`src/psn_regs.vh`:
```
// Constants of the protection sequence-number engine
`ifndef PSN_REGS_VH
`define PSN_REGS_VH

// ============================================================
// Clock and timer defaults
`define PSN_CLK_MHZ 250
`define PSN_GUARD_TIME_US 1000
`define PSN_REPLY_TIME_US 1000
`define PSN_SWITCH_TIME_US 1000
`define PSN_FORCED_TIME_US 1000

// ============================================================
// Sequence numbering
`define PSN_SEQ_W 7
`define PSN_SEQ_ZERO 7'h00
`define PSN_SEQ_ONE 7'h01
`define PSN_NEW_SPAN 7'h04
`define PSN_DUP_LOW 7'h7b

// ============================================================
// Message type codes
`define PSN_TYPE_W 3
`define PSN_MSG_RST_CMD 3'h0
`define PSN_MSG_RST_ACK 3'h1
`define PSN_MSG_SW_CMD 3'h2
`define PSN_MSG_FORCED_CMD 3'h3
`define PSN_MSG_SW_ACK 3'h4
`define PSN_MSG_SW_REJ 3'h5
`define PSN_MSG_SW_REQ 3'h6

// ============================================================
// Window classes and groups
`define PSN_WIN_NEW 2'h0
`define PSN_WIN_DUP 2'h1
`define PSN_WIN_MIS 2'h2
`define PSN_GROUP_ONE 1'h0

`endif

```
`src/psn_unused_marker.v`:
```
// Intentionally empty companion file

```
`src/psn_seq_engine.v`:
```
// Exchange-side protection sequence-number and supervision engine
`include "psn_regs.vh"

// Notes on behaviour
// - Awaited acknowledge timed; first expiry resends, second reports error and idles.
// - Every outgoing message goes to both primary and secondary links.
// - Send counter cleared to zero after start-up.
// - Sequenced messages carry send counter, then counter increments modulo 128.
// - Receive counter holds next expected number, cleared after start-up.
// - Numbers receive counter minus 5 to minus 1 are silent duplicates.
// - Numbers receive counter to plus 4 accepted; counter becomes number plus one.
// - Numbers outside both windows start the reset handshake.
// - Error checks pass before any window evaluation.
// - At start-up, once a link is up, a reset request is issued.
// - Initiator sends reset command, clears counters, starts guard timer, indicates.
// - Initiating reset stops switch command timers and returns to idle.
// - Reset command with reply timer idle: acknowledge, clear, start reply timer.
// - Received reset command stops switch supervision and returns to idle.
// - Reset command during reply timer, or its expiry, does nothing.
// - Reset acknowledge stops running guard timer and indicates; else ignored.
// - While guard timer runs, sequenced messages are silently discarded.
// - Switch commands during guard timer get reset error, no state change.
// - First guard expiry resends reset, clears counters, indicates, restarts timer.
// - Second guard expiry reports reset error and stops retrying.
// - Forced switch command never used for protection group 1.
module psn_seq_engine #(
	parameter GUARD_TIME_US = `PSN_GUARD_TIME_US,
	parameter REPLY_TIME_US = `PSN_REPLY_TIME_US,
	parameter SWITCH_TIME_US = `PSN_SWITCH_TIME_US,
	parameter FORCED_TIME_US = `PSN_FORCED_TIME_US
) (
	// Clock and reset
	input wire clock_in,
	input wire rst_in,
	// Link status
	input wire link_primary_up_in,
	input wire link_secondary_up_in,
	// Management primitives
	input wire mgmt_reset_req_in,
	input wire mgmt_switch_cmd_in,
	input wire mgmt_forced_cmd_in,
	input wire mgmt_group_one_in,
	output wire mgmt_ready_out,
	// Received messages
	input wire rx_valid_in,
	input wire rx_check_ok_in,
	input wire [`PSN_TYPE_W-1:0] rx_type_in,
	input wire [`PSN_SEQ_W-1:0] rx_seq_in,
	// Outgoing messages
	output wire tx_primary_valid_out,
	output wire tx_secondary_valid_out,
	output wire [`PSN_TYPE_W-1:0] tx_type_out,
	output wire tx_has_seq_out,
	output wire [`PSN_SEQ_W-1:0] tx_seq_out,
	// Indications
	output wire ind_rx_accept_out,
	output wire ind_reset_cmd_out,
	output wire ind_reset_recv_out,
	output wire ind_reset_ack_out,
	output wire ind_reset_err_out,
	output wire ind_switch_ack_out,
	output wire ind_switch_rej_out,
	output wire ind_switch_err_out,
	// Status
	output wire guard_running_out,
	output wire reply_running_out,
	output wire switch_busy_out
);

	// ============================================================
	// Timing
	localparam [31:0] GUARD_CYC = GUARD_TIME_US * `PSN_CLK_MHZ;
	localparam [31:0] REPLY_CYC = REPLY_TIME_US * `PSN_CLK_MHZ;
	localparam [31:0] SWITCH_CYC = SWITCH_TIME_US * `PSN_CLK_MHZ;
	localparam [31:0] FORCED_CYC = FORCED_TIME_US * `PSN_CLK_MHZ;
	localparam [31:0] CNT_ZERO = 32'h0;
	localparam [31:0] CNT_ONE = 32'h1;
	localparam ST_IDLE = 1'b0;
	localparam ST_INIT = 1'b1;

	// ============================================================
	// Window classification, modulo 128
	function [1:0] seq_window;
		input [`PSN_SEQ_W-1:0] sn;
		input [`PSN_SEQ_W-1:0] vr;
		reg [`PSN_SEQ_W-1:0] diff;
		begin
			diff = sn - vr;
			if (diff <= `PSN_NEW_SPAN)
				seq_window = `PSN_WIN_NEW;
			else if (diff >= `PSN_DUP_LOW)
				seq_window = `PSN_WIN_DUP;
			else
				seq_window = `PSN_WIN_MIS;
		end
	endfunction

	// ============================================================
	// State
	reg state_q, state_d;
	reg forced_q, forced_d;
	reg sw_retry_q, sw_retry_d;
	reg [31:0] sw_cnt_q, sw_cnt_d;
	reg guard_run_q, guard_run_d;
	reg guard_retry_q, guard_retry_d;
	reg [31:0] guard_cnt_q, guard_cnt_d;
	reg reply_run_q, reply_run_d;
	reg [31:0] reply_cnt_q, reply_cnt_d;
	reg [`PSN_SEQ_W-1:0] send_q, send_d;
	reg [`PSN_SEQ_W-1:0] recv_q, recv_d;
	reg startup_q, startup_d;
	reg tx_valid_q, tx_valid_d;
	reg [`PSN_TYPE_W-1:0] tx_type_q, tx_type_d;
	reg tx_has_seq_q, tx_has_seq_d;
	reg [`PSN_SEQ_W-1:0] tx_seq_q, tx_seq_d;
	reg [7:0] ind_q, ind_d;
	reg reset_start;
	reg [1:0] win;

	wire guard_exp = guard_run_q & (guard_cnt_q == CNT_ZERO);
	wire sw_exp = (state_q == ST_INIT) & (sw_cnt_q == CNT_ZERO);
	wire rx_take = rx_valid_in & rx_check_ok_in;
	wire link_up = link_primary_up_in | link_secondary_up_in;
	wire sw_req = mgmt_switch_cmd_in | mgmt_forced_cmd_in;
	// Received messages win, then expiries, then management
	assign mgmt_ready_out = ~rx_valid_in & ~guard_exp & ~sw_exp;

	// ============================================================
	// Next-state logic
	always @*
	begin
		state_d = state_q;
		forced_d = forced_q;
		sw_retry_d = sw_retry_q;
		sw_cnt_d = sw_cnt_q;
		guard_run_d = guard_run_q;
		guard_retry_d = guard_retry_q;
		guard_cnt_d = guard_cnt_q;
		reply_run_d = reply_run_q;
		reply_cnt_d = reply_cnt_q;
		send_d = send_q;
		recv_d = recv_q;
		startup_d = startup_q;
		tx_valid_d = 1'b0;
		tx_type_d = tx_type_q;
		tx_has_seq_d = tx_has_seq_q;
		tx_seq_d = tx_seq_q;
		ind_d = 8'h00;
		reset_start = 1'b0;
		win = seq_window(rx_seq_in, recv_q);
		// Guard and switch timers count down to zero and wait there for service; reply timer stops itself at zero
		if (guard_run_q && guard_cnt_q != CNT_ZERO)
			guard_cnt_d = guard_cnt_q - CNT_ONE;
		if (state_q == ST_INIT && sw_cnt_q != CNT_ZERO)
			sw_cnt_d = sw_cnt_q - CNT_ONE;
		if (reply_run_q)
		begin
			if (reply_cnt_q == CNT_ZERO)
				reply_run_d = 1'b0;
			else
				reply_cnt_d = reply_cnt_q - CNT_ONE;
		end
		if (rx_take)
		begin
			if (rx_type_in == `PSN_MSG_RST_CMD)
			begin
				if (!reply_run_q)
				begin
					tx_valid_d = 1'b1;
					tx_type_d = `PSN_MSG_RST_ACK;
					tx_has_seq_d = 1'b0;
					send_d = `PSN_SEQ_ZERO;
					recv_d = `PSN_SEQ_ZERO;
					reply_run_d = 1'b1;
					reply_cnt_d = REPLY_CYC;
					ind_d[2] = 1'b1;
					state_d = ST_IDLE;
				end
			end
			else if (rx_type_in == `PSN_MSG_RST_ACK)
			begin
				if (guard_run_q)
				begin
					guard_run_d = 1'b0;
					ind_d[3] = 1'b1;
				end
			end
			else if (!guard_run_q)
			begin
				if (win == `PSN_WIN_NEW)
				begin
					recv_d = rx_seq_in + `PSN_SEQ_ONE;
					ind_d[0] = 1'b1;
					if (rx_type_in == `PSN_MSG_SW_ACK)
					begin
						ind_d[5] = 1'b1;
						state_d = ST_IDLE;
					end
					else if (rx_type_in == `PSN_MSG_SW_REJ)
					begin
						ind_d[6] = 1'b1;
						state_d = ST_IDLE;
					end
				end
				else if (win == `PSN_WIN_MIS)
					reset_start = 1'b1;
			end
		end
		else if (guard_exp)
		begin
			if (!guard_retry_q)
			begin
				reset_start = 1'b1;
			end
			else
			begin
				ind_d[4] = 1'b1;
				guard_run_d = 1'b0;
			end
		end
		else if (sw_exp)
		begin
			if (!sw_retry_q)
			begin
				tx_valid_d = 1'b1;
				tx_type_d = forced_q ? `PSN_MSG_FORCED_CMD : `PSN_MSG_SW_CMD;
				tx_has_seq_d = 1'b1;
				tx_seq_d = send_q;
				send_d = send_q + `PSN_SEQ_ONE;
				sw_retry_d = 1'b1;
				sw_cnt_d = forced_q ? FORCED_CYC : SWITCH_CYC;
			end
			else
			begin
				ind_d[7] = 1'b1;
				state_d = ST_IDLE;
			end
		end
		else if (mgmt_reset_req_in || (startup_q && link_up))
		begin
			startup_d = 1'b0;
			reset_start = 1'b1;
		end
		else if (sw_req)
		begin
			if (guard_run_q)
				ind_d[4] = 1'b1;
			else if (state_q == ST_IDLE &&
				!(mgmt_forced_cmd_in && mgmt_group_one_in == `PSN_GROUP_ONE))
			begin
				// Forced commands for group one are dropped
				tx_valid_d = 1'b1;
				tx_type_d = mgmt_forced_cmd_in ? `PSN_MSG_FORCED_CMD
					: `PSN_MSG_SW_CMD;
				tx_has_seq_d = 1'b1;
				tx_seq_d = send_q;
				send_d = send_q + `PSN_SEQ_ONE;
				state_d = ST_INIT;
				forced_d = mgmt_forced_cmd_in;
				sw_retry_d = 1'b0;
				sw_cnt_d = mgmt_forced_cmd_in ? FORCED_CYC : SWITCH_CYC;
			end
		end
		if (reset_start)
		begin
			tx_valid_d = 1'b1;
			tx_type_d = `PSN_MSG_RST_CMD;
			tx_has_seq_d = 1'b0;
			send_d = `PSN_SEQ_ZERO;
			recv_d = `PSN_SEQ_ZERO;
			guard_run_d = 1'b1;
			guard_cnt_d = GUARD_CYC;
			guard_retry_d = guard_exp & ~rx_take;
			ind_d[1] = 1'b1;
			state_d = ST_IDLE;
		end
	end

	// ============================================================
	// Registers
	always @(posedge clock_in)
	begin
		if (rst_in)
		begin
			state_q <= ST_IDLE;
			forced_q <= 1'b0;
			sw_retry_q <= 1'b0;
			sw_cnt_q <= CNT_ZERO;
			guard_run_q <= 1'b0;
			guard_retry_q <= 1'b0;
			guard_cnt_q <= CNT_ZERO;
			reply_run_q <= 1'b0;
			reply_cnt_q <= CNT_ZERO;
			send_q <= `PSN_SEQ_ZERO;
			recv_q <= `PSN_SEQ_ZERO;
			startup_q <= 1'b1;
			tx_valid_q <= 1'b0;
			tx_type_q <= `PSN_MSG_RST_CMD;
			tx_has_seq_q <= 1'b0;
			tx_seq_q <= `PSN_SEQ_ZERO;
			ind_q <= 8'h00;
		end
		else
		begin
			state_q <= state_d;
			forced_q <= forced_d;
			sw_retry_q <= sw_retry_d;
			sw_cnt_q <= sw_cnt_d;
			guard_run_q <= guard_run_d;
			guard_retry_q <= guard_retry_d;
			guard_cnt_q <= guard_cnt_d;
			reply_run_q <= reply_run_d;
			reply_cnt_q <= reply_cnt_d;
			send_q <= send_d;
			recv_q <= recv_d;
			startup_q <= startup_d;
			tx_valid_q <= tx_valid_d;
			tx_type_q <= tx_type_d;
			tx_has_seq_q <= tx_has_seq_d;
			tx_seq_q <= tx_seq_d;
			ind_q <= ind_d;
		end
	end

	// ============================================================
	// Outputs
	assign tx_primary_valid_out = tx_valid_q;
	assign tx_secondary_valid_out = tx_valid_q;
	assign tx_type_out = tx_type_q;
	assign tx_has_seq_out = tx_has_seq_q;
	assign tx_seq_out = tx_seq_q;
	assign ind_rx_accept_out = ind_q[0];
	assign ind_reset_cmd_out = ind_q[1];
	assign ind_reset_recv_out = ind_q[2];
	assign ind_reset_ack_out = ind_q[3];
	assign ind_reset_err_out = ind_q[4];
	assign ind_switch_ack_out = ind_q[5];
	assign ind_switch_rej_out = ind_q[6];
	assign ind_switch_err_out = ind_q[7];
	assign guard_running_out = guard_run_q;
	assign reply_running_out = reply_run_q;
	assign switch_busy_out = state_q;

endmodule

```
`config.mk`:
```
export PLATFORM = sky130hd
export DESIGN_NAME = psn_seq_engine
export DESIGN_NICKNAME = d
export VERILOG_FILES = /design/src/psn_unused_marker.v /design/src/psn_seq_engine.v
export VERILOG_INCLUDE_DIRS = /design/src
export SDC_FILE = /design/constraint.sdc
export NUM_CORES = 1
export LEC_CHECK = 0
export BUFFER_PORTS_ARGS = -buffer_cell sky130_fd_sc_hd__buf_2
export CAP_MARGIN = 0
export CORE_MARGIN = 2
export CORE_UTILIZATION = 52
export CTS_BUF_LIST = sky130_fd_sc_hd__clkbuf_8
export CTS_CLUSTER_DIAMETER = 200
export DETAILED_ROUTE_END_ITERATION = 10
export HOLD_SLACK_MARGIN = 0.02
export PLACE_DENSITY = 0.7
export SYNTH_ARGS = -nofsm -noshare
export SYNTH_HDL_FRONTEND = slang
export SYNTH_SLANG_ARGS = --single-unit
```
`constraint.sdc`:
```
create_clock -name clock_in -period 3.3 [get_ports clock_in]
set_input_delay 0.165 -clock clock_in [delete_from_list [all_inputs] [get_ports clock_in]]
set_output_delay 0.165 -clock clock_in [all_outputs]
set_load 0.03 [all_outputs]
```
# After elaboration in Yosys (flattened, before gate mapping)
# Index checks and enable logic that the tools add are counted.
# classes
n_addsub	6
n_lt_le_gt_ge	2
eq_ne	24
mux	118
n_bitwise	18
n_reduce_logical	38
# ops
operator	count
32-bit two-way mux	14
7-bit two-way mux	20
32-bit zero test	3
32-bit by 1-bit subtractor with 32-bit output, second input constant	3
1-bit two-way mux	70
32-bit nonzero test	2
18-bit two-way mux	2
3-bit two-way mux	10
7-bit by 1-bit adder with 7-bit output, second input constant	2
7-bit AND reduction	2
3-bit by 2-bit inequality test with 1-bit output, second input constant	4
3-bit inequality test, second input constant	4
3-bit nonzero test	4
11-bit AND reduction	1
2-bit inequality test, second input constant	5
1-bit NOT	10
2-bit by 1-bit inequality test with 1-bit output, second input constant	4
4-bit AND reduction	2
8-bit AND reduction	1
2-bit nonzero test	4
4-bit OR reduction	2
7-bit greater-or-equal comparator, second input constant	1
7-bit by 3-bit less-or-equal comparator with 1-bit output, second input constant	1
7-bit OR reduction	1
other kinds (19)	34
# word_totals
ff_bits	137
inputBits	20
out_inout_bits	25
wordCells	231

# Depth between registers and ports, before layout
# Gate-level depths: netlist (run 1).
# logic_depth
ltp_word	13
depth_mapped	13
depth_no_buf	11

# Least setup slack after synthesis (run 1)
# No wires, ideal clock.
# synth_path
path_kind	register to register
startpoint	register recv_q[0]
endpoint	register send_q[1]
setup_ps	64
arrival_time_ps	2693
required_time_ps	3236
slack_ps	543
stages_incl_launch_ff	13
n_path_buf	2
period_less_slack_ps	2757
path_cell_list	dfxtp_1 ha_1 inv_1 fa_1 a211oi_1 o21ai_0 a21oi_1 xnor2_1 o41a_1 a211o_1 buf_6 buf_6 nor2_4
# synth_via
elab_chain_len	12
elab_cells_between_ends	14
classes_between	add/sub: 1; order compare: 2; eq/ne: 1; mux: 8; reduce/logical: 2
# synth_lines
element	line	source
start: declaration	psn_seq_engine.v:110	reg [`PSN_SEQ_W-1:0] recv_q, recv_d;
start signal: assignment	psn_seq_engine.v:295	recv_q <= `PSN_SEQ_ZERO;
start signal: assignment	psn_seq_engine.v:315	recv_q <= recv_d;
7-bit subtractor *	psn_seq_engine.v:88	diff = sn - vr;
7-bit greater-or-equal comparator (no line)	-	
2-bit two-way mux	psn_seq_engine.v:91	else if (diff >= `PSN_DUP_LOW)
2-bit two-way mux *	psn_seq_engine.v:89	if (diff <= `PSN_NEW_SPAN)
2-bit equality test (no line)	-	
1-bit two-way mux	psn_seq_engine.v:205	else if (win == `PSN_WIN_MIS)
1-bit two-way mux *	psn_seq_engine.v:190	if (win == `PSN_WIN_NEW)
1-bit two-way mux *	psn_seq_engine.v:188	else if (!guard_run_q)
1-bit two-way mux *	psn_seq_engine.v:180	else if (rx_type_in == `PSN_MSG_RST_ACK)
1-bit two-way mux *	psn_seq_engine.v:165	if (rx_type_in == `PSN_MSG_RST_CMD)
1-bit two-way mux *	psn_seq_engine.v:163	if (rx_take)
2-bit OR reduction (no line) *	-	
end signal: assignment	psn_seq_engine.v:294	send_q <= `PSN_SEQ_ZERO;
end signal: assignment	psn_seq_engine.v:314	send_q <= send_d;
end: declaration	psn_seq_engine.v:109	reg [`PSN_SEQ_W-1:0] send_q, send_d;
# Mark *: on every way between the ends. The rest lies on a longest branch, timed or not.
# A chain may end at the register's enable or synchronous reset.

# Final worst setup path (run 1)
# layout_path
startpoint	register recv_q[0]
endpoint	register recv_q[0]
# layout_via
elab_chain_len	12
elab_cells_between_ends	16
classes_between	add/sub: 1; order compare: 2; eq/ne: 1; mux: 8; reduce/logical: 4
# layout_lines
element	line
7-bit subtractor *	psn_seq_engine.v:88
7-bit greater-or-equal comparator (no line)	-
2-bit two-way mux	psn_seq_engine.v:91
2-bit two-way mux *	psn_seq_engine.v:89
2-bit equality test (no line)	-
1-bit two-way mux	psn_seq_engine.v:205
1-bit two-way mux	psn_seq_engine.v:190
1-bit two-way mux	psn_seq_engine.v:188
1-bit two-way mux	psn_seq_engine.v:180
1-bit two-way mux	psn_seq_engine.v:165
1-bit two-way mux	psn_seq_engine.v:163
2-bit OR reduction (no line)	-
# Marks and branches as above.

==> results of run 1 <==
[cell type report]
type	instances	area [um^2]
clock inverter	9	87.6
clock buffer	21	289
tap	172	215
multi-input combinational	584	3650
inverter	18	67.6
antenna	1	2.50
fill	1132	5190
timing repair buffer	55	310
sequential	135	2700
[state kept, by name, summed over array words and instances (netlist names), 2 cells and up]
name,count
tx_type_out,2
send_q,7
reply_cnt_q,32
tx_seq_out,7
ind_q,8
guard_cnt_q,32
sw_cnt_q,32
recv_q,7
[metrics by stage]
step	util	hold WS (ns)	setup slack (ns)	cells
4_1_cts	0.585	0.0210	0.189	994
2_1_floorplan	-	0.244	0.543	769
3_3_place_gp	0.554	0.405	0.304	962
3_5_place_dp	0.554	0.418	0.183	962
5_1_grt	0.585	0.0342	0.0209	994
6_report	0.586	0.0422	0.199	995
[worst reg2reg max path, delay by kind of cell (launching register included)]
kind,cells,cell delay [ns]
buffers and inverters,2,0.34
adders and majority gates,2,0.57
DFF,1,0.34
AOI/OAI and AO/OA,6,1.67
xor gates and xnor gates,1,0.12
[cell usage after synthesis (all sizes together) (4+ instances only)]
cell type	number
a211oi	6
a21oi	59
a31oi	6
and3	6
buf	11
clkbuf	21
dfxtp	135
ha	12
inv	18
mux2	4
nand2	49
nand2b	11
nand3	27
nand3b	5
nand4	4
nand4b	5
nor2	140
nor3	28
nor4	32
nor4b	4
o21ai	23
o31ai	4
or3	15
or4	13
xnor2	59
xor2	35
[per-layer routing]
layer | global-route usage | vias up | wire, um
met5 | 0 | - | 5
met4 | 0.0902 | 2 | 287
met3 | 0.0519 | 26 | 660
met2 | 0.363 | 115 | 6840
met1 | 0.276 | 2614 | 6580
li1 | - | 2762 | -
[cells by family after synthesis]
logic type,share of synthesized area
and+or+nand+nor,0.281
adders and majority gates,0.0258
muxes,0.00986
DFF,0.410
xor gates and xnor gates,0.125
other,0.000569
buffers and inverters,0.0362
AOI/OAI and AO/OA,0.112
[power by group through the flow]
| stage | logic [uW] | clock network, uW | registers [uW] |
|---|---|---|---|
| floorplan | 349 | 0 | 1750 |
| global placement | 438 | 0 | 1750 |
| detailed placement | 450 | 0 | 1750 |
| CTS | 455 | 1340 | 1720 |
| global route | 506 | 1430 | 1720 |
| finish | 457 | 1310 | 1720 |
[worst max path at each step]
| stage | from | cells past startpoint | end |
|---|---|---|---|
| finish | recv_q[0] | 11 | recv_q[0] |
| global route | recv_q[0] | 11 | guard_cnt_q[5] |
| CTS | recv_q[0] | 11 | guard_cnt_q[9] |
| detailed placement | rx_seq_in[0] | 13 | guard_cnt_q[9] |
| global placement | rx_seq_in[0] | 13 | switch_busy_out |
| floorplan | recv_q[0] | 12 | send_q[1] |
==> impl_metrics.csv, run 1 <==
group,metric,value,unit
critical_path,crit_slowest_cell,"o41a_1",
synthesis,synth_cell_types,60,
die,rows,41,
pwr,internal-power,2560,uW
critical_path,r2r_setup_slack,0.20,ns
pwr,p_switching,923,uW
critical_path,crit_family,"compound AO/OA/AOI/OAI gates",
clock_network,clkTransAtPathRegs,0.07,ns
placement,io_buffers,43,
global_routing,grt_pass1_vias,5085,
synthesis,synth_top_cell_by_area,"dfxtp_1",
synthesis,synth_flop_cell,"dfxtp_1",
synthesis,syn_avg_cell_area,8.58,um^2
pwr,p_leak,0.00277,uW
critical_path,critPathMaxStageDelay,0.47,ns
critical_path,end_kind,"flop",
clock_network,root_buffer,"clkbuf_8",
die,core,12500,um^2
pwr,switching_share,0.265,
critical_path,cp_num_buf_inv,2,
critical_path,crit_chain,"ha_1 > inv_1 > fa_1 > a211oi_1 > o21ai_0 > a21oi_1 > xnor2_1 > o41a_1 > a211o_2 > buf_4 > a21oi_2",
sta,worstMarginPinSlew,0.922,ns
synthesis,synth_edf_count,0,
sta,fin_crit_sh,0.940,
sta,max_freq,322,MHz
global_routing,grt_antenna_before_repair,2,
critical_path,reg2reg_depth,11,
placement,place_congestion,0.882,
routing,firstDrtPassIters,4,
pwr,p_clk_frac,0.377,
min_path,hp-class,"input pin to flop",
synthesis,synth_area_leaders,"dfxtp_1 (41%), xnor2_1 (7.8%), nor2_1 (7.4%), xor2_1 (4.6%), a21oi_1 (3.5%)",
synthesis,synth_top_area_frac,0.410,
synthesis,synth_seq_area_share,0.410,
cells_and_area,fin_nets,844,
global_routing,grt.overflow.total,0,
die,dieHeight,117,um
critical_path,rr_startpoint,"recv_q[0]",
sta,drv_slew,0,
routing,num_vias,5519,
die,start_util,0.527,
global_routing,grt_start_max_net_pins,48,
cells_and_area,layout_commonest_cell,"dfxtp_1",
critical_path,required,3.67,ns
critical_path,reg2reg_to,"recv_q[0]",
placement,place_area,6930,um^2
min_path,hold_start,"rx_type_in[2]",
clock_network,cts_tree,"yes",
critical_path,path_max_fanout,24,
pwr,power.total,3490,uW
global_routing,grt_usage,0.219,
cells_and_area,stdcell_area,7330,um^2
global_routing,grt_first_pass_wirelength,23600,um
routing,wl,14400,um
critical_path,start_kind,"flop",
die,die_x,117,um
sta,fin_setup_tns,0,ns
routing,dr.first_iter.drc_count,254,
pwr,combPwrFrac,0.131,
clock_network,hold_buffers,2,
routing,wl_per_cell,14.4,um
outcome,status,"finished, final reports clean",
sta,skew,0.00884,ns
pwr,seq_power_share,0.492,
sta,period_needed,3.10,ns
min_path,holdPathEnd,"ind_q[3]",
die,die_area,13600,um^2
synthesis,yosysWarnings,0,
sta,hold_violations,0,
placement,dp_hpwl,10300,um
sta,rsz0062_at_grt,"false",
routing,drc,0,
synthesis,async_flop_share,0,
cells_and_area,layout-drive-gt1-share,0.137,
clock_network,cts_buffer_depth,2,
routing,avgViaCountPerCell,5.55,
sta,relSlewSlack,0.386,
synthesis,synth_cells,769,
routing,drtAntennaViolNets,0,
job,drv_cap,0,
cells_and_area,area_delta_synth_final,11.1,%
critical_path,worstPathArrival,3.47,ns
clock_network,clk_latency,0.44,ns
synthesis,ys_ff_latch,135,
die,io_pins,45,
synthesis,netlist_area,6600,um^2
min_path,hold_depth,4,
pwr,irDropWorstVdd,0.000262,V
pwr,cellPowerDensity,476,nW/um^2
clock_network,cts.sinks,135,
cells_and_area,layout_common_cells,"dfxtp_1 (135), nor2_1 (130), xnor2_1 (59)",
critical_path,critPathKind,"flop to flop",
clock_network,cts_made_buffers,17,
clock_network,post_cts_buffers,0,
synthesis,syn-num-nets,802,
clock_network,htreeDepth,4,
clock_network,cts_resized,0,
sta,setup_violations,0,
No activity file was read; power rests on OpenSTA's default activity.
==> run 2, diff against run 1 <==
==> constraint.sdc (replaced) <==
create_clock -name clock_in -period 3.1 [get_ports clock_in]
set_input_delay 0.155 -clock clock_in [delete_from_list [all_inputs] [get_ports clock_in]]
set_output_delay 0.155 -clock clock_in [all_outputs]
set_load 0.03 [all_outputs]
==> run 2 against run 1 <==
Non-clock buffer count rose by 11. Sequential cell count unchanged. Sequential power increased by 6%. Critical path depth grew 3. Via count shrank 0.27%. Clock-buffer cell count fell by 2. Power is 6.5% higher. Sequential share of layout area down 0.56 points. First-iteration DRC count is 6.7% higher. Cell count increased by 1.1%. Worst setup slack got worse by 0.0013 ns. Critical endpoint is now guard_cnt_q[11].
==> impl_metrics.csv, run 2 (synthesis results as in run 1) <==
group,metric,value,unit
pwr,p_leak,0.00283,uW
cells_and_area,area_delta_synth_final,12.8,%
sta,relSlewSlack,0.506,
min_path,hold_depth,4,
cells_and_area,antenna_cells,0,
global_routing,busiest_layer,"met2",
global_routing,grt_usage,0.225,
pwr,internal-power,2710,uW
global_routing,grt_start_max_net_pins,30,
global_routing,grt_first_pass_wirelength,24200,um
placement,dp_slack,0.101,ns
sta,period_needed,2.90,ns
critical_path,end_kind,"flop",
die,core,12500,um^2
clock_network,root_buffer,"clkbuf_8",
die,dieHeight,117,um
critical_path,rr_startpoint,"recv_q[0]",
sta,drv_slew,0,
critical_path,start_kind,"input pin",
global_routing,grt.overflow.total,0,
global_routing,use_met1,0.288,
critical_path,reg2reg_to,"guard_cnt_q[11]",
cells_and_area,reg.largest.list,"guard_cnt_q: 32 flops, reply_cnt_q: 32 flops, sw_cnt_q: 32 flops",
die,die_x,117,um
die,start_util,0.527,
outcome,status,"finished, final reports clean",
clock_network,cts.sinks,135,
die,io_pins,45,
sta,setup_slack,0.198,ns
pwr,irDropWorstVdd,0.000293,V
pwr,p_switching,1010,uW
cells_and_area,layout_common_cells,"dfxtp_1 (135), nor2_1 (130), xnor2_1 (59)",
clock_network,cts_made_buffers,17,
cells_and_area,multi_input_area,3670,um^2
sta,setup_violations,0,
sta,skew,0.00771,ns
critical_path,r2r_setup_slack,0.31,ns
cells_and_area,seqCellArea,2700,um^2
clock_network,clkTransAtPathRegs,0.07,ns
routing,num_vias,5504,
routing,drc,0,
placement,place_congestion,0.844,
global_routing,met3_usage,0.0503,
global_routing,grt_util_met2,0.378,
min_path,hold_start,"rx_seq_in[2]",
cells_and_area,fin_nets,855,
critical_path,critPathKind,"input pin to flop",
min_path,hp-class,"input pin to flop",
routing,drtAntennaViolNets,0,
pwr,combPwrFrac,0.136,
sta,worstMarginPinSlew,0.732,ns
clock_network,clk_latency,0.44,ns
clock_network,cts_tree,"yes",
critical_path,worstPathArrival,3.28,ns
routing,avgViaCountPerCell,5.47,
critical_path,path_max_fanout,8,
global_routing,grt_pass1_vias,5271,
pwr,switching_share,0.271,
job,drv_cap,0,
routing,dr.first_iter.drc_count,271,
global_routing,grt_antenna_before_repair,0,
pwr,seq_power_share,0.492,
critical_path,required,3.48,ns
placement,io_buffers,43,
sta,hold_violations,0,
cells_and_area,layout-drive-gt1-share,0.152,
cells_and_area,layout_commonest_cell,"dfxtp_1",
sta,max_freq,345,MHz
die,die_area,13600,um^2
routing,firstDrtPassIters,5,
sta,fin_crit_sh,0.936,
clock_network,cts_buffer_depth,2,
placement,dp_hpwl,10400,um
routing,wl_per_cell,14.2,um
sta,fin_setup_tns,0,ns
clock_network,htreeDepth,4,
critical_path,reg2reg_depth,11,
pwr,p_clk_frac,0.372,
routing,wl,14300,um
min_path,holdPathEnd,"recv_q[2]",
cells_and_area,fill_cells,1143,
die,rows,41,
pwr,cellPowerDensity,499,nW/um^2
run 2: changes by cell type in the layout (fill, tap and decap cells not counted), moves of 2 or more:
cell,previous run,this run
clkbuf_8,21,19
buf_4,10,16
clkinv_2,1,7
inv_1,24,20
dlygate4sd3_1,2,5
run 2: worst max path at each step:
stage                             from  depth (start not counted)         endpoint  slack (ns)
after floorplan              recv_q[0]                         12        send_q[1]        0.34
after global placement    rx_seq_in[0]                         13  switch_busy_out        0.17
after detailed placement  rx_seq_in[0]                         13  switch_busy_out        0.10
after CTS                 rx_seq_in[0]                         14  switch_busy_out        0.02
after global routing      rx_seq_in[0]                         14  guard_cnt_q[25]      -0.009
final                     rx_seq_in[0]                         14  guard_cnt_q[11]        0.20
run 2: critical path: stages:
cell           delay, ns
dlygate4sd3_1       0.53
buf_2               0.13
inv_1               0.07
ha_1                0.15
inv_1               0.05
fa_1                0.40
a211oi_2            0.22
o21ai_0             0.13
a21oi_1             0.17
xnor2_1             0.11
o41a_1              0.45
a211o_4             0.40
buf_4               0.19
nor2_1              0.11
run 2: timing repair:
action                                  CTS  global route
resized for setup                         0             3
buffers inserted                          0             1
hold buffers                              5             0
endpoints found under the setup margin    0            52
hold endpoints to repair                  5             0
run 2: power by group through the flow:
stage	logic (uW)	registers (uW)	clock network, uW
floorplan	372	1860	0
global placement	479	1860	0
detailed placement	490	1870	0
CTS	498	1830	1420
global route	559	1830	1500
finish	504	1830	1380
run 2: area by class of cell:
| type | count | area share |
|---|---|---|
| flip-flops and latches | 135 | 0.363 |
| multi-input cells | 584 | 0.493 |
| inverters | 18 | 0.00908 |
| clock buffers | 19 | 0.0351 |
| repair buffers | 66 | 0.0560 |
| clock inverters | 12 | 0.0150 |
| well taps | 172 | 0.0289 |
run 2: stage by stage:
step           hold WS (ns)  area [um^2]  utilization  total power [uW]  instances
3_5_place_dp          0.404         7000        0.559              2360        969
6_report             0.0873         7440        0.595              3710       1006
5_1_grt              0.0762         7440        0.595              3890       1006
4_1_cts              0.0602         7420        0.593              3740       1005
2_1_floorplan         0.234         6600            -              2230        769
3_3_place_gp          0.401         7000        0.559              2340        969
run 2: per-layer routing:
metal | vias to the layer above | wire length (um)
li1 | 2793 | -
met5 | - | 0
met4 | 0 | 163
met2 | 93 | 6980
met3 | 22 | 513
met1 | 2596 | 6650
==> run 3, diff against run 2 <==
--- a/config.mk
+++ b/config.mk
@@ -9,12 +9,12 @@
 export BUFFER_PORTS_ARGS = -buffer_cell sky130_fd_sc_hd__buf_2
 export CAP_MARGIN = 0
 export CORE_MARGIN = 2
-export CORE_UTILIZATION = 52
+export CORE_UTILIZATION = 63
 export CTS_BUF_LIST = sky130_fd_sc_hd__clkbuf_8
 export CTS_CLUSTER_DIAMETER = 200
 export DETAILED_ROUTE_END_ITERATION = 10
 export HOLD_SLACK_MARGIN = 0.02
-export PLACE_DENSITY = 0.7
+export PLACE_DENSITY = 0.83
 export SYNTH_ARGS = -nofsm -noshare
 export SYNTH_HDL_FRONTEND = slang
 export SYNTH_SLANG_ARGS = --single-unit
==> constraint.sdc (replaced) <==
create_clock -name clock_in -period 3.3 [get_ports clock_in]
set_input_delay 0.165 -clock clock_in [delete_from_list [all_inputs] [get_ports clock_in]]
set_output_delay 0.165 -clock clock_in [all_outputs]
set_load 0.03 [all_outputs]
==> run 3 against run 2 <==
Register-to-register slack got worse by 0.15 ns. Clock-buffer cell count increased by 5. Clock power decreased by 5%. Worst setup slack got worse by 0.039 ns. Combinational power decreased by 7.3%. Global-route usage increased by 4.8 points. Worst hold slack got worse by 0.032 ns. Final area decreased by 1.7%. Non-clock buffer count decreased by 7. Largest cell class unchanged.
==> impl_metrics.csv, run 3 (synthesis results as in run 1) <==
group,metric,value,unit
pwr,internal-power,2560,uW
sta,skew,0.0102,ns
cells_and_area,layout-drive-gt1-share,0.144,
die,die_x,106,um
cells_and_area,post-route-util,0.715,
sta,hold_violations,0,
routing,dr.first_iter.drc_count,321,
routing,firstDrtPassIters,4,
sta,period_needed,3.14,ns
sta,relSlewSlack,0.496,
routing,drc,0,
min_path,hp-class,"input pin to flop",
cells_and_area,multi_input_area,3650,um^2
job,drv_cap,0,
cells_and_area,layout_common_cells,"dfxtp_1 (135), nor2_1 (130), xnor2_1 (59)",
cells_and_area,reg.largest.list,"guard_cnt_q: 32 flops, reply_cnt_q: 32 flops, sw_cnt_q: 32 flops",
die,die_area,11300,um^2
critical_path,start_kind,"flop",
die,dieHeight,106,um
critical_path,required,3.67,ns
pwr,irDropWorstVdd,0.000406,V
critical_path,crit_chain,"ha_1 > inv_1 > fa_1 > a211oi_1 > o21ai_0 > a21oi_1 > xnor2_1 > o41a_1 > a211o_2 > buf_4 > nor2_1",
clock_network,cts.sinks,135,
critical_path,reg2reg_depth,11,
outcome,status,"finished, final reports clean",
clock_network,post_cts_buffers,0,
cells_and_area,area_delta_synth_final,10.9,%
global_routing,grt_usage,0.273,
critical_path,rr_startpoint,"recv_q[0]",
routing,num_vias,5656,
critical_path,critPathLaunch,"recv_q[0]",
sta,setup_violations,0,
pwr,p_clk_frac,0.375,
die,rows,37,
global_routing,grt_pass1_vias,5380,
pwr,power.total,3490,uW
die,core,10200,um^2
placement,place_congestion,0.939,
critical_path,end_kind,"flop",
placement,dp_hpwl,10600,um
clock_network,htreeDepth,4,
cells_and_area,layout_commonest_cell,"dfxtp_1",
pwr,seq_power_share,0.492,
pwr,p_leak,0.00279,uW
sta,worstMarginPinSlew,0.750,ns
sta,fin_crit_sh,0.952,
pwr,switching_share,0.268,
routing,avgViaCountPerCell,5.88,
die,start_util,0.645,
pwr,combPwrFrac,0.134,
routing,drtAntennaViolNets,0,
cells_and_area,antenna_cells,0,
sta,rsz0062_at_grt,"false",
global_routing,grt_first_pass_wirelength,24900,um
critical_path,r2r_setup_slack,0.16,ns
critical_path,path_max_fanout,19,
cells_and_area,fill_cells,840,
clock_network,cts_buffer_depth,2,
pwr,p_switching,935,uW
sta,fin_setup_tns,0,ns
placement,io_buffers,43,
critical_path,critPathKind,"flop to flop",
cells_and_area,fin_nets,848,
global_routing,grt_start_max_net_pins,36,
critical_path,worstPathArrival,3.51,ns
routing,wl,14900,um
routing,wl_per_cell,15.4,um
critical_path,critPathMaxStageDelay,0.50,ns
global_routing,grt_antenna_before_repair,0,
critical_path,critPathCapture,"guard_cnt_q[24]",
sta,fin_hold_ws,0.0549,ns
clock_network,clk_latency,0.44,ns
sta,max_freq,318,MHz
clock_network,clkTransAtPathRegs,0.07,ns
clock_network,root_buffer,"clkbuf_8",
critical_path,crit_slowest_cell,"o41a_1",
global_routing,grt.overflow.total,0,
cells_and_area,seqCellArea,2700,um^2
critical_path,reg2reg_to,"guard_cnt_q[24]",
pwr,cellPowerDensity,478,nW/um^2
die,io_pins,45,
clock_network,cts_made_buffers,17,
sta,drv_slew,0,
clock_network,cts_tree,"yes",
[run 3: cell count changes in the layout (fill, tap and decap cells not counted)]
cell / before / now
clkinv_2: 7 / 1
clkbuf_8: 19 / 24
dlygate4sd3_1: 5 / 2
buf_4: 16 / 14
inv_1: 20 / 22
a211o_2: 0 / 1
a211o_4: 1 / 0
a211oi_1: 5 / 6
a211oi_2: 1 / 0
buf_12: 1 / 0
buf_6: 1 / 0
bufinv_16: 2 / 1
clkinv_4: 1 / 0
[run 3: what timing repair did]
action / in CTS / in global routing
hold buffers: 2 / 0
gates resized for setup: 0 / 0
hold endpoints to repair: 3 / 0
[run 3: power groups by stage]
stage	sequential [uW]	combinational, uW	clock [uW]
finish	1720	467	1310
global route	1720	508	1410
CTS	1720	460	1330
detailed placement	1750	455	0
global placement	1750	437	0
floorplan	1750	349	0
[run 3: per-stage QoR]
| step | worst slack (ns) | area (um^2) | cells |
|---|---|---|---|
| after CTS | 0.219 | 7320 | 962 |
| final | 0.159 | 7320 | 962 |
| after detailed placement | 0.225 | 6920 | 930 |
| after floorplan | 0.543 | 6600 | 769 |
| after global placement | 0.360 | 6920 | 930 |
| after global routing | 0.0586 | 7320 | 962 |
[run 3: worst max-delay path, delay by kind of cell (launching register included)]
kind,cells,cell delay [ns]
AO/OA/AOI/OAI,5,1.57
adder cells (fa/ha/maj),2,0.57
flip-flops,1,0.35
buffers and inverters,2,0.29
AND/OR/NAND/NOR,1,0.16
XOR/XNOR,1,0.13
[run 3: worst min path at each step]
stage                       start   endpoint  slack, ns  depth (start not counted)
global route        rx_type_in[1]   ind_q[3]       0.06                          4
CTS                 rx_type_in[1]   ind_q[3]       0.03                          4
detailed placement  rx_type_in[0]   ind_q[5]       0.43                          2
global placement    rx_type_in[0]   ind_q[5]       0.42                          2
finish               rx_seq_in[0]  recv_q[0]       0.05                          4
floorplan           rx_type_in[0]   ind_q[5]       0.24                          1
[run 3: cell type report]
class / count / share of cell area
flip-flops and latches: 135 / 0.369
repair buffers: 59 / 0.0465
clock buffers: 24 / 0.0452
clock inverters: 6 / 0.00684
multi-input cells: 584 / 0.500
well taps: 136 / 0.0233
inverters: 18 / 0.00924
[run 3: routing by layer]
layer  track usage  vias up  share of wire
met3        0.0736       27          0.054
li1              -     2781              -
met1         0.332     2697           0.42
met2         0.465      151           0.50
met4        0.0940        0          0.017
met5             0        -              0
